--- config.mk ---
export PLATFORM = sky130hd
export DESIGN_NAME = pfo_top
export DESIGN_NICKNAME = d
export VERILOG_FILES = /design/src/inc/pfo_pkg.sv /design/src/inc/pfo_tick_if.sv /design/src/pfo_pin_gen.sv /design/src/pfo_top.sv
export SDC_FILE = /design/constraint.sdc
export NUM_CORES = 2
export LEC_CHECK = 0
export BUFFER_PORTS_ARGS = -buffer_cell sky130_fd_sc_hd__buf_2
export CAP_MARGIN = 20
export CORE_MARGIN = 2
export CORE_UTILIZATION = 51
export CTS_CLUSTER_DIAMETER = 150
export DETAILED_ROUTE_END_ITERATION = 7
export GPL_TIMING_DRIVEN = 0
export PLACE_DENSITY = 0.67
export SLEW_MARGIN = 20
export SYNTH_ARGS = -nofsm -noshare
export SYNTH_HDL_FRONTEND = slang
export SYNTH_SLANG_ARGS = --single-unit
--- constraint.sdc ---
create_clock -name clk -period 14 [get_ports clk]
set_input_delay 4.2 -clock clk [delete_from_list [all_inputs] [get_ports clk]]
set_output_delay 4.2 -clock clk [all_outputs]
set_load 0.01 [all_outputs]
--- src/inc/pfo_pkg.sv ---
// How it works
// - Shortest pulse-width period is one 1 us step, so the highest rate is 1 MHz.
// - Each pulse-width output has its own duty, from zero steps up to the full period.
// - Period and duty count in 1 us steps, so resolution equals period over 1 us.
// - Each of sixteen pins selects plain level, pulse-width or fixed-rate drive.
// - Hardware counters make the waveforms; software only writes settings.
// - Fixed-rate pins share one phase accumulator; each pin keeps its own duty.
// - Fixed-rate increment is clamped to 4 MHz, zero stops it; duty resets to half.
package pfo_pkg;
	localparam int NPIN    = 16;
	localparam int ADDR_W  = 8;
	localparam int PWM_W   = 16;
	localparam int FIXD_W  = 9;
	localparam int PHASE_W = 32;

	localparam int CLK_PERIOD_NS = 20;
	localparam int PWM_STEP_NS   = 1000;
	localparam int STEP_CYCLES   = (PWM_STEP_NS + CLK_PERIOD_NS - 1) / CLK_PERIOD_NS;
	localparam int STEP_CNT_W    = $clog2(STEP_CYCLES);

	localparam longint CLK_HZ      = 64'd50_000_000;
	localparam longint FIX_MAX_HZ  = 64'd4_000_000;
	localparam logic [31:0] FIX_INC_MAX = 32'((FIX_MAX_HZ * 64'h1_0000_0000) / CLK_HZ);

	localparam logic [7:0] OFS_CTRL    = 8'h00;
	localparam logic [7:0] OFS_PERIOD  = 8'h04;
	localparam logic [7:0] OFS_FIXINC  = 8'h08;
	localparam logic [7:0] OFS_FUNC    = 8'h0C;
	localparam logic [7:0] OFS_GPIO    = 8'h10;
	localparam logic [7:0] OFS_STATUS  = 8'h14;
	localparam logic [7:0] OFS_PWMDUTY = 8'h40;
	localparam logic [7:0] OFS_FIXDUTY = 8'h80;

	localparam int CTRL_PWM_EN = 0;
	localparam int CTRL_FIX_EN = 1;
	localparam int GPIO_DIR_LSB = 16;

	localparam logic [1:0]  RST_CTRL    = 2'h0;
	localparam logic [15:0] RST_PERIOD  = 16'h0000;
	localparam logic [31:0] RST_FIXINC  = 32'h0000_0000;
	localparam logic [31:0] RST_FUNC    = 32'h0000_0000;
	localparam logic [31:0] RST_GPIO    = 32'h0000_0000;
	localparam logic [15:0] RST_PWMDUTY = 16'h0000;
	localparam logic [8:0]  RST_FIXDUTY = 9'h080;

	typedef enum logic [1:0] {
		PFO_FN_GPIO = 2'b00,
		PFO_FN_PWM  = 2'b01,
		PFO_FN_FIX  = 2'b10,
		PFO_FN_OFF  = 2'b11
	} pfo_func_t;

	function automatic logic pfo_window(input logic [7:0] addr, input logic [7:0] base);
		return addr[7:6] == base[7:6];
	endfunction : pfo_window

	function automatic logic pfo_below(input logic [15:0] cnt, input logic [15:0] lim);
		return cnt < lim;
	endfunction : pfo_below
endpackage : pfo_pkg

--- src/inc/pfo_tick_if.sv ---
`timescale 1ns/1ps
interface pfo_tick_if;
	logic        pwmLoad;
	logic        pwmOff;
	logic [15:0] pwmCount;
	logic        fixLoad;
	logic        fixOff;
	logic [7:0]  fixPhase;

	modport src (output pwmLoad, output pwmOff, output pwmCount,
	             output fixLoad, output fixOff, output fixPhase);
	modport snk (input pwmLoad, input pwmOff, input pwmCount,
	             input fixLoad, input fixOff, input fixPhase);
endinterface : pfo_tick_if

--- src/pfo_pin_gen.sv ---
`timescale 1ns/1ps
module pfo_pin_gen
	import pfo_pkg::*;
(
	input  wire logic              clk,       // System clock.
	input  wire logic              rstn,      // Synchronous reset, active low.
	input  wire logic              ce,        // Clock enable.
	input  wire logic [1:0]        func,      // Pin function select.
	input  wire logic              gpioLevel, // Plain output level.
	input  wire logic [PWM_W-1:0]  pwmDuty,   // Pulse-width duty in steps.
	input  wire logic [FIXD_W-1:0] fixDuty,   // Fixed-rate duty in 1/256.
	pfo_tick_if.snk                tick,      // Shared counters.
	output logic                   pinLevel   // Registered pin level.
);
	logic [PWM_W-1:0]  pwmShadow;
	logic [FIXD_W-1:0] fixShadow;

	// Duties take effect only at a period boundary or while the timebase is idle, so no runt pulse appears.
	always_ff @(posedge clk) begin
		if (!rstn) begin
			pwmShadow <= RST_PWMDUTY;
			fixShadow <= RST_FIXDUTY;
		end else if (ce) begin
			if (tick.pwmLoad)
				pwmShadow <= pwmDuty;
			if (tick.fixLoad)
				fixShadow <= fixDuty;
		end
	end

	wire logic pwmWave = !tick.pwmOff && pfo_below(tick.pwmCount, pwmShadow);
	wire logic fixWave = !tick.fixOff &&
		pfo_below({8'h00, tick.fixPhase}, {7'h00, fixShadow});
	wire logic next_pinLevel = (func == PFO_FN_PWM)  ? pwmWave :
	                           (func == PFO_FN_FIX)  ? fixWave :
	                           (func == PFO_FN_GPIO) ? gpioLevel : 1'b0;

	always_ff @(posedge clk) begin
		if (!rstn)
			pinLevel <= 1'b0;
		else if (ce)
			pinLevel <= next_pinLevel;
	end
endmodule : pfo_pin_gen

--- src/pfo_top.sv ---
`timescale 1ns/1ps
module pfo_top
	import pfo_pkg::*;
(
	input  wire logic              clk,     // 50 MHz system clock.
	input  wire logic              rstn,    // Synchronous reset, active low.
	input  wire logic              ce,      // Clock enable, freezes all state when low.
	input  wire logic [ADDR_W-1:0] addr,    // Register byte address.
	input  wire logic [31:0]       wdata,   // Write data.
	input  wire logic              we,      // Write strobe.
	input  wire logic              re,      // Read strobe.
	output logic [31:0]            rdata,   // Read data, valid the cycle after re.
	output logic [NPIN-1:0]        pinOut,  // Pin output levels.
	output logic [NPIN-1:0]        pinOe    // Pin output enables, high while driven.
);
	logic [1:0]        ctrl;
	logic [15:0]       period;
	logic [31:0]       fixInc;
	logic [31:0]       funcSel;
	logic [31:0]       gpio;
	logic [PWM_W-1:0]  pwmDuty [NPIN];
	logic [FIXD_W-1:0] fixDuty [NPIN];

	logic [STEP_CNT_W-1:0] stepCnt;
	logic [15:0]           periodShadow;
	logic [15:0]           pwmCount;
	logic [PHASE_W-1:0]    phase;
	logic [NPIN-1:0]       pinLevel;

	pfo_tick_if tick ();

	// Register decode.
	wire logic [3:0] idx       = addr[5:2];
	wire logic       wrCtrl    = we && addr == OFS_CTRL;
	wire logic       wrPeriod  = we && addr == OFS_PERIOD;
	wire logic       wrFixInc  = we && addr == OFS_FIXINC;
	wire logic       wrFunc    = we && addr == OFS_FUNC;
	wire logic       wrGpio    = we && addr == OFS_GPIO;
	wire logic       inPwmDuty = pfo_window(addr, OFS_PWMDUTY) && addr[1:0] == 2'b00;
	wire logic       inFixDuty = pfo_window(addr, OFS_FIXDUTY) && addr[1:0] == 2'b00;
	wire logic       wrPwmDuty = we && inPwmDuty;
	wire logic       wrFixDuty = we && inFixDuty;

	wire logic [31:0] rdSel =
		(addr == OFS_CTRL)   ? {30'h0, ctrl} :
		(addr == OFS_PERIOD) ? {16'h0, period} :
		(addr == OFS_FIXINC) ? fixInc :
		(addr == OFS_FUNC)   ? funcSel :
		(addr == OFS_GPIO)   ? gpio :
		(addr == OFS_STATUS) ? {16'h0, pinLevel} :
		inPwmDuty            ? {16'h0, pwmDuty[idx]} :
		inFixDuty            ? {23'h0, fixDuty[idx]} : 32'h0000_0000;
	wire logic [31:0] next_rdata = re ? rdSel : 32'h0000_0000;

	always_ff @(posedge clk) begin
		if (!rstn) begin
			ctrl    <= RST_CTRL;
			period  <= RST_PERIOD;
			fixInc  <= RST_FIXINC;
			funcSel <= RST_FUNC;
			gpio    <= RST_GPIO;
			rdata   <= 32'h0000_0000;
		end else if (ce) begin
			if (wrCtrl)
				ctrl <= wdata[1:0];
			if (wrPeriod)
				period <= wdata[15:0];
			if (wrFixInc)
				fixInc <= wdata;
			if (wrFunc)
				funcSel <= wdata;
			if (wrGpio)
				gpio <= wdata;
			rdata <= next_rdata;
		end
	end

	always_ff @(posedge clk) begin
		if (!rstn) begin
			for (int i = 0; i < NPIN; i++) begin
				pwmDuty[i] <= RST_PWMDUTY;
				fixDuty[i] <= RST_FIXDUTY;
			end
		end else if (ce) begin
			if (wrPwmDuty)
				pwmDuty[idx] <= wdata[PWM_W-1:0];
			if (wrFixDuty)
				fixDuty[idx] <= wdata[FIXD_W-1:0];
		end
	end

	// Pulse-width timebase: a 1 us step strobe drives the period counter.
	wire logic stepTick = stepCnt == STEP_CNT_W'(STEP_CYCLES - 1);
	wire logic pwmIdle  = !ctrl[CTRL_PWM_EN] || periodShadow == 16'h0000;
	wire logic pwmWrap  = stepTick && pwmCount == periodShadow - 16'h0001;
	// While idle the shadows keep loading, so a restart begins on fresh settings.
	wire logic pwmLoad  = pwmIdle || pwmWrap;
	wire logic [STEP_CNT_W-1:0] next_stepCnt =
		(pwmIdle || stepTick) ? '0 : stepCnt + STEP_CNT_W'(1);
	wire logic [15:0] next_pwmCount =
		pwmLoad ? 16'h0000 : stepTick ? pwmCount + 16'h0001 : pwmCount;

	always_ff @(posedge clk) begin
		if (!rstn) begin
			stepCnt      <= '0;
			pwmCount     <= 16'h0000;
			periodShadow <= RST_PERIOD;
		end else if (ce) begin
			stepCnt  <= next_stepCnt;
			pwmCount <= next_pwmCount;
			if (pwmLoad)
				periodShadow <= period;
		end
	end

	// Fixed-rate timebase: a phase accumulator, so any rate needs no divider ratio.
	// Rates above the ceiling are clamped rather than aliased.
	wire logic [31:0] incEff = (fixInc > FIX_INC_MAX) ? FIX_INC_MAX : fixInc;
	wire logic        fixIdle = !ctrl[CTRL_FIX_EN] || incEff == 32'h0000_0000;
	wire logic [32:0] phaseSum = {1'b0, phase} + {1'b0, incEff};
	wire logic        fixCarry = phaseSum[32];
	wire logic [31:0] next_phase = fixIdle ? 32'h0000_0000 : phaseSum[31:0];

	always_ff @(posedge clk) begin
		if (!rstn)
			phase <= 32'h0000_0000;
		else if (ce)
			phase <= next_phase;
	end

	assign tick.pwmLoad  = pwmLoad;
	assign tick.pwmOff   = pwmIdle;
	assign tick.pwmCount = pwmCount;
	assign tick.fixLoad  = fixIdle || fixCarry;
	assign tick.fixOff   = fixIdle;
	assign tick.fixPhase = phase[31:24];

	for (genvar p = 0; p < NPIN; p++) begin : g_pin
		pfo_pin_gen u_pin (
			.clk       (clk),
			.rstn      (rstn),
			.ce        (ce),
			.func      (funcSel[2*p +: 2]),
			.gpioLevel (gpio[p]),
			.pwmDuty   (pwmDuty[p]),
			.fixDuty   (fixDuty[p]),
			.tick      (tick),
			.pinLevel  (pinLevel[p])
		);
	end

	// A pin is driven when pulse-width or fixed-rate drive is chosen, or plain level with its direction bit set.
	logic [NPIN-1:0] next_pinOe;
	always_comb begin
		next_pinOe = '0;
		for (int i = 0; i < NPIN; i++)
			next_pinOe[i] = (funcSel[2*i +: 2] == PFO_FN_PWM) ||
			                (funcSel[2*i +: 2] == PFO_FN_FIX) ||
			                ((funcSel[2*i +: 2] == PFO_FN_GPIO) && gpio[GPIO_DIR_LSB + i]);
	end

	always_ff @(posedge clk) begin
		if (!rstn)
			pinOe <= '0;
		else if (ce)
			pinOe <= next_pinOe;
	end

	assign pinOut = pinLevel;
endmodule : pfo_top

Word level (Yosys, flattened, before mapping)
Memories as Yosys holds them, arrays and structs flattened. A register that Yosys moved wholly into a read port is not among the register bits.
Cells that the tools add are included.
{"block": "totals", "ramBits": 400, "memories": 2, "out_inout_bits": 64, "word_cells": 346, "in_bits": 45, "reg_bits": 248}
{"name": "pwmDuty", "depth": 16, "word_bits": 16, "rd": 17, "rd_clocked_by_memory_dff": 16, "wr": 16, "line": "pfo_top.sv:21", "rtl": "logic [PWM_W-1:0] pwmDuty [NPIN];"}
{"name": "fixDuty", "depth": 16, "word_bits": 9, "rd": 17, "rd_clocked_by_memory_dff": 16, "wr": 16, "line": "pfo_top.sv:22", "rtl": "logic [FIXD_W-1:0] fixDuty [NPIN];"}
{"block": "op_classes", "mux": 77, "n_eq_ne": 41, "n_addsub": 4, "reduce_logical": 162, "magnitude_cmp": 33}
{"operator": "$lt 16x16->1", "count": 16}
{"operator": "$mux 32", "count": 8}
{"operator": "$lt 8x9->1", "count": 16}
{"operator": "$mux 16", "count": 5}
{"operator": "$mux 1", "count": 59}
{"operator": "$logic_and 1x1->1", "count": 58}
{"operator": "$logic_or 1x1->1", "count": 37}
{"operator": "$logic_not 1->1", "count": 36}
{"operator": "$eq 2x1->1 const B", "count": 17}
{"operator": "$eq 2x2->1 const B", "count": 17}
{"operator": "$logic_not 2->1", "count": 17}
{"operator": "$add 32x32->33", "count": 1}
{"operator": "$gt 32x29->1 const B", "count": 1}
{"operator": "$logic_not 32->1", "count": 1}
{"operator": "$mux 9", "count": 2}
{"operator": "$add 16x1->16 const B", "count": 1}
{"operator": "$eq 16x16->1", "count": 1}
{"operator": "$eq 8x4->1 const B", "count": 2}
{"operator": "$eq 8x5->1 const B", "count": 2}
{"operator": "$logic_not 16->1", "count": 1}
{"operator": "$reduce_and 2->1", "count": 8}
{"operator": "$reduce_or 16->1", "count": 1}
{"operator": "$sub 16x1->16 const B", "count": 1}
{"operator": "$reduce_or 9->1", "count": 1}
{"operator": "other kinds (7)", "count": 8}

Logic depth before layout (Yosys ltp)
{"block": "depth", "depth_word": 11, "depth_mapped": 20}

By module
Synthesis repeated with hierarchy kept, for this count alone.
{"block": "hier_totals", "hier_cells": 5736, "hier_area_um2": 55111.6}
{"mod": "pfo_top", "instances": 1, "cells_per_inst": 2680, "seq_area_each_um2": 16656.0, "area_each_um2": 30267.8}
{"mod": "pfo_pin_gen", "instances": 16, "cells_per_inst": 191, "seq_area_each_um2": 520.5, "area_each_um2": 1552.7}

Worst setup path before layout
No wires, ideal clock.
{"block": "synth_path", "path_type": "input -> register", "startpoint": "in addr[2]", "endpoint": "mem pwmDuty[11][0] (enable)", "arrival_ns": 7.084, "t_required_ns": 13.589, "slack_ns": 6.504, "setup_ns": 0.411, "path_buffers": 5, "cell_stages": 7, "path_cell_list": "clkbuf_1 buf_1 clkbuf_1 buf_2 nand2_1 clkbuf_1 o21ai_0"}
{"item": "start: declaration", "line": "pfo_top.sv:8", "rtl": "input wire logic [ADDR_W-1:0] addr,"}
{"item": "end: declaration", "line": "pfo_top.sv:21"}

Worst setup path after layout
{"block": "layout_path", "startpoint": "in addr[2]", "endpoint": "reg funcSel[27]"}
{"block": "layout_between", "elab_chain_cells": 3}
{"item": "$eq 8x4->1", "line": "pfo_top.sv:37", "rtl": "wire logic wrFunc = we && addr == OFS_FUNC;"}
{"item": "$logic_and 1x1->1", "line": "pfo_top.sv:37"}
{"item": "$reduce_and 2->1 (no line)"}
{"item": "end signal: assignment", "line": "pfo_top.sv:71", "rtl": "funcSel <= wdata;"}
{"item": "end: declaration", "line": "pfo_top.sv:19", "rtl": "logic [31:0] funcSel;"}
No other way between the ends.
A chain may end at the register's enable or synchronous reset.

==> impl_metrics.json <==
{
  "status": "complete, but fails checks",
  "violations": "design-rule violations",
  "place_congestion": 1.03,
  "worstSetupEndpointType": "flop",
  "crit_type": "input port to flop",
  "syn_inst": 5786,
  "pwr-share-comb_pct": 9.2,
  "rr_worst_depth": 21,
  "p_sw_share_pct": 25.8,
  "clock.fmax_ghz": 0.112,
  "grt_max_degree": 20,
  "peakVddDrop_mv": 0.118,
  "synth_edf_count": 400,
  "drv_cap": 0,
  "cp.required_ns": 14.59,
  "cts_hold_buf": 0,
  "power_w": 0.00711,
  "p_leak_nw": 24.1,
  "min_period_ns": 8.92,
  "r2r-start": "fixInc[26]$_SDFFE_PN0P_",
  "cts_tree": "done",
  "holdPathStages": 2,
  "die_h_um": 332,
  "ys_ff_latch": 1048,
  "io_pins": 109,
  "routed_wl_mm": 212,
  "floorplan.initialDensity_pct": 51.4,
  "die_w_um": 332,
  "fin_util_pct": 57.7,
  "core_um2": 107000,
  "placed_area_um2": 57900,
  "cts.sinks": 1048,
  "synth_area_leaders": "dfxtp_1 24%, edfxtp_1 22%, ha_1 9.9%",
  "regToRegEndpoint": "g_pin[15].u_pin.fixShadow[7]$_SDFFE_PN1P_",
  "seq_area_um2": 25000,
  "holdPathEnd": "g_pin[0].u_pin.pwmShadow[11]$_SDFFE_PN0P_",
  "drive_gt1_share_pct": 9.40,
  "p_int_w": 0.00527,
  "track_usage_pct": 37.6,
  "layout.nets": 6508,
  "maxSlewHeadroom_pct": 9.99,
  "whs_ns": 0.452,
  "rows": 120,
  "r2r_setup_slack_ns": 6.08,
  "seqPwrFrac_pct": 47.7,
  "multi_input_area_um2": 27000,
  "startpoint_type": "input port",
  "synth_top_area_cell": "dfxtp_1",
  "power-per-cell-area_nw_per_um2": 115,
  "setup-tns-final_ns": 0,
  "htreeDepth": 3,
  "worst_pin_slew_ns": 1.34,
  "dr.pass1.iters": 8,
  "vias": 46200,
  "vias_per_cell": 6.12,
  "post_cts_buffers": 0,
  "cts_resized": 0,
  "fillers": 9545,
  "die-area_um2": 111000,
  "grt_pass1_vias": 43200,
  "syn_area_um2": 55000,
  "holdCritStartpoint": "g_pin[0].u_pin.pwmShadow[11]$_SDFFE_PN0P_",
  "switchingPower_w": 0.00183,
  "cp_max_fo": 10,
  "synth_area_per_cell_um2": 9.51,
  "hp-class": "flop to flop",
  "drc": 1,
  "wl_per_cell_um": 28.1,
  "fin_skew_ns": 0.0342,
  "place.port_buffers": 87,
  "grt_setup_unrepaired": "false",
  "clock_path_buffers": 3,
  "design_area_um2": 61800,
  "slew_viol_final": 0,
  "ys_seq_area_share_pct": 45.4,
  "ys_types": 72,
  "antenna_left": 0,
  "final.period_utilization_pct": 63.7,
  "ys_warn_count": 0,
  "antenna_found_initial": 29,
  "dp_hpwl_mm": 163,
  "overflow": 0,
  "finalHoldViolations": 0,
  "clock_power_share_pct": 43.1,
  "clockRootBuffer": "clkbuf_16",
  "cts_buffers": 112,
  "arrival_ns": 9.51,
  "insertion_delay_ns": 0.73,
  "path_clk_slew_ns": 0.06,
  "area_growth_pct": 12.3,
  "initialDrtViolationCount": 5708,
  "grt_pass1_wl_mm": 299,
  "finalSetupViolCount": 0,
  "synth_top_area_share_pct": 23.6,
  "synthFlopType": "dfxtp_1",
  "synth_async_sr_flop_share_pct": 0
}
cells by family (layout without fill, tap and decap cells):
group / after synthesis / after routing / synth area share [%]
AOI/OAI and AO/OA: 1227 / 1227 / 14.7
xor gates and xnor gates: 63 / 63 / 1.00
DFF: 1048 / 1048 / 45.4
and+or+nand+nor: 2086 / 2086 / 18.1
buffers and inverters: 785 / 1122 / 5.71
adders and majority gates: 437 / 437 / 9.95
other: 1 / 22 / 0.00682
muxes: 139 / 139 / 5.11
flip-flops by register name, summed over array words and instances (netlist names):
signal,cells
periodShadow,16
pwmDuty,256
pinOe,16
stepCnt,6
g_pin.u_pin.fixShadow,144
gpio,32
fixInc,32
g_pin.u_pin.pwmShadow,256
phase,32
ctrl,2
pwmCount,16
g_pin.u_pin.pinLevel,16
period,16
funcSel,32
rdata,32
fixDuty,144
layout make-up:
class	count	area share, %
Antenna cell	19	0.0770
Buffer	380	2.66
Clock buffer	167	5.31
Clock inverter	46	0.731
Inverter	405	2.46
Multi-Input combinational cell	3955	43.7
Sequential cell	1048	40.5
Tap cell	1403	2.84
Timing Repair Buffer	124	1.68
routing by layer:
metal  share of wire [%]  up-vias  track usage, %
met5               0.069        -               0
met4                 7.0       24            22.7
met3                  11      654            8.86
met2                  43     2583            57.7
met1                  39    22400            48.4
li1                    -    20600               -
cells in the mapped netlist (all sizes together), types with 25 or more instances:
cell type and instances:
ha 436, nand2 1021, and3 66, xnor2 31
clkbuf 297, and2 343, o211ai 26, nand3 219
o21ai 297, nor2 126, nand4 32, inv 405
dfxtp 648, mux2 25, a21o 121, edfxtp 400
a21oi 201, a21boi 404, mux4 111, nand2b 54
buf 83, xor2 32, nor3 56, nor2b 72
a222oi 31
worst max-delay path: stages:
cell,delay [ns]
clkbuf_1,0.32
buf_1,0.72
clkbuf_2,0.67
buf_2,0.58
nand3_1,0.56
nor2_1,0.94
clkbuf_1,0.52
nand2_1,0.31
clkbuf_1,0.38
nand2_1,0.16
a21boi_0,0.10
cell usage in the layout, fill, tap and decap left out, types with 111 or more instances in the layout:
cell type	n
and2_1	343
nor2_1	126
a21oi_1	201
dfxtp_1	627
clkbuf_1	310
edfxtp_1	400
clkbuf_16	116
inv_1	405
nand2_1	1021
ha_1	436
mux4_2	111
a21o_1	121
nand3_1	219
a21boi_0	324
o21ai_0	266
power by group through the flow:
stage                     registers (W)  clock network [W]  logic (W)
final                           0.00339            0.00307   0.000652
after CTS                       0.00338            0.00306   0.000633
after detailed placement        0.00345                  0   0.000630
after global placement          0.00345                  0   0.000612
after floorplan                 0.00340                  0   0.000374
after global routing            0.00340            0.00318   0.000687
stage by stage:
stage	cells	setup WS (ns)
after floorplan	5788	6.50
after global placement	7278	3.75
after detailed placement	7313	4.64
after CTS	7526	5.36
after global routing	7535	5.05
final	7547	5.08
worst max-delay path by stage:
stage               startpoint  cells after the start                           end  slack, ns
global route           addr[2]                     11      funcSel[24]$_SDFFE_PN0P_       5.05
global placement       addr[2]                     11      funcSel[28]$_SDFFE_PN0P_       3.75
finish                 addr[2]                     11      funcSel[27]$_SDFFE_PN0P_       5.08
detailed placement     addr[2]                     11      funcSel[27]$_SDFFE_PN0P_       4.64
CTS                    addr[2]                     11      funcSel[27]$_SDFFE_PN0P_       5.36
floorplan              addr[2]                      7  pwmDuty[11][0]$_SDFFCE_PN0P_       6.50
Power figures use the tool's default switching activity.
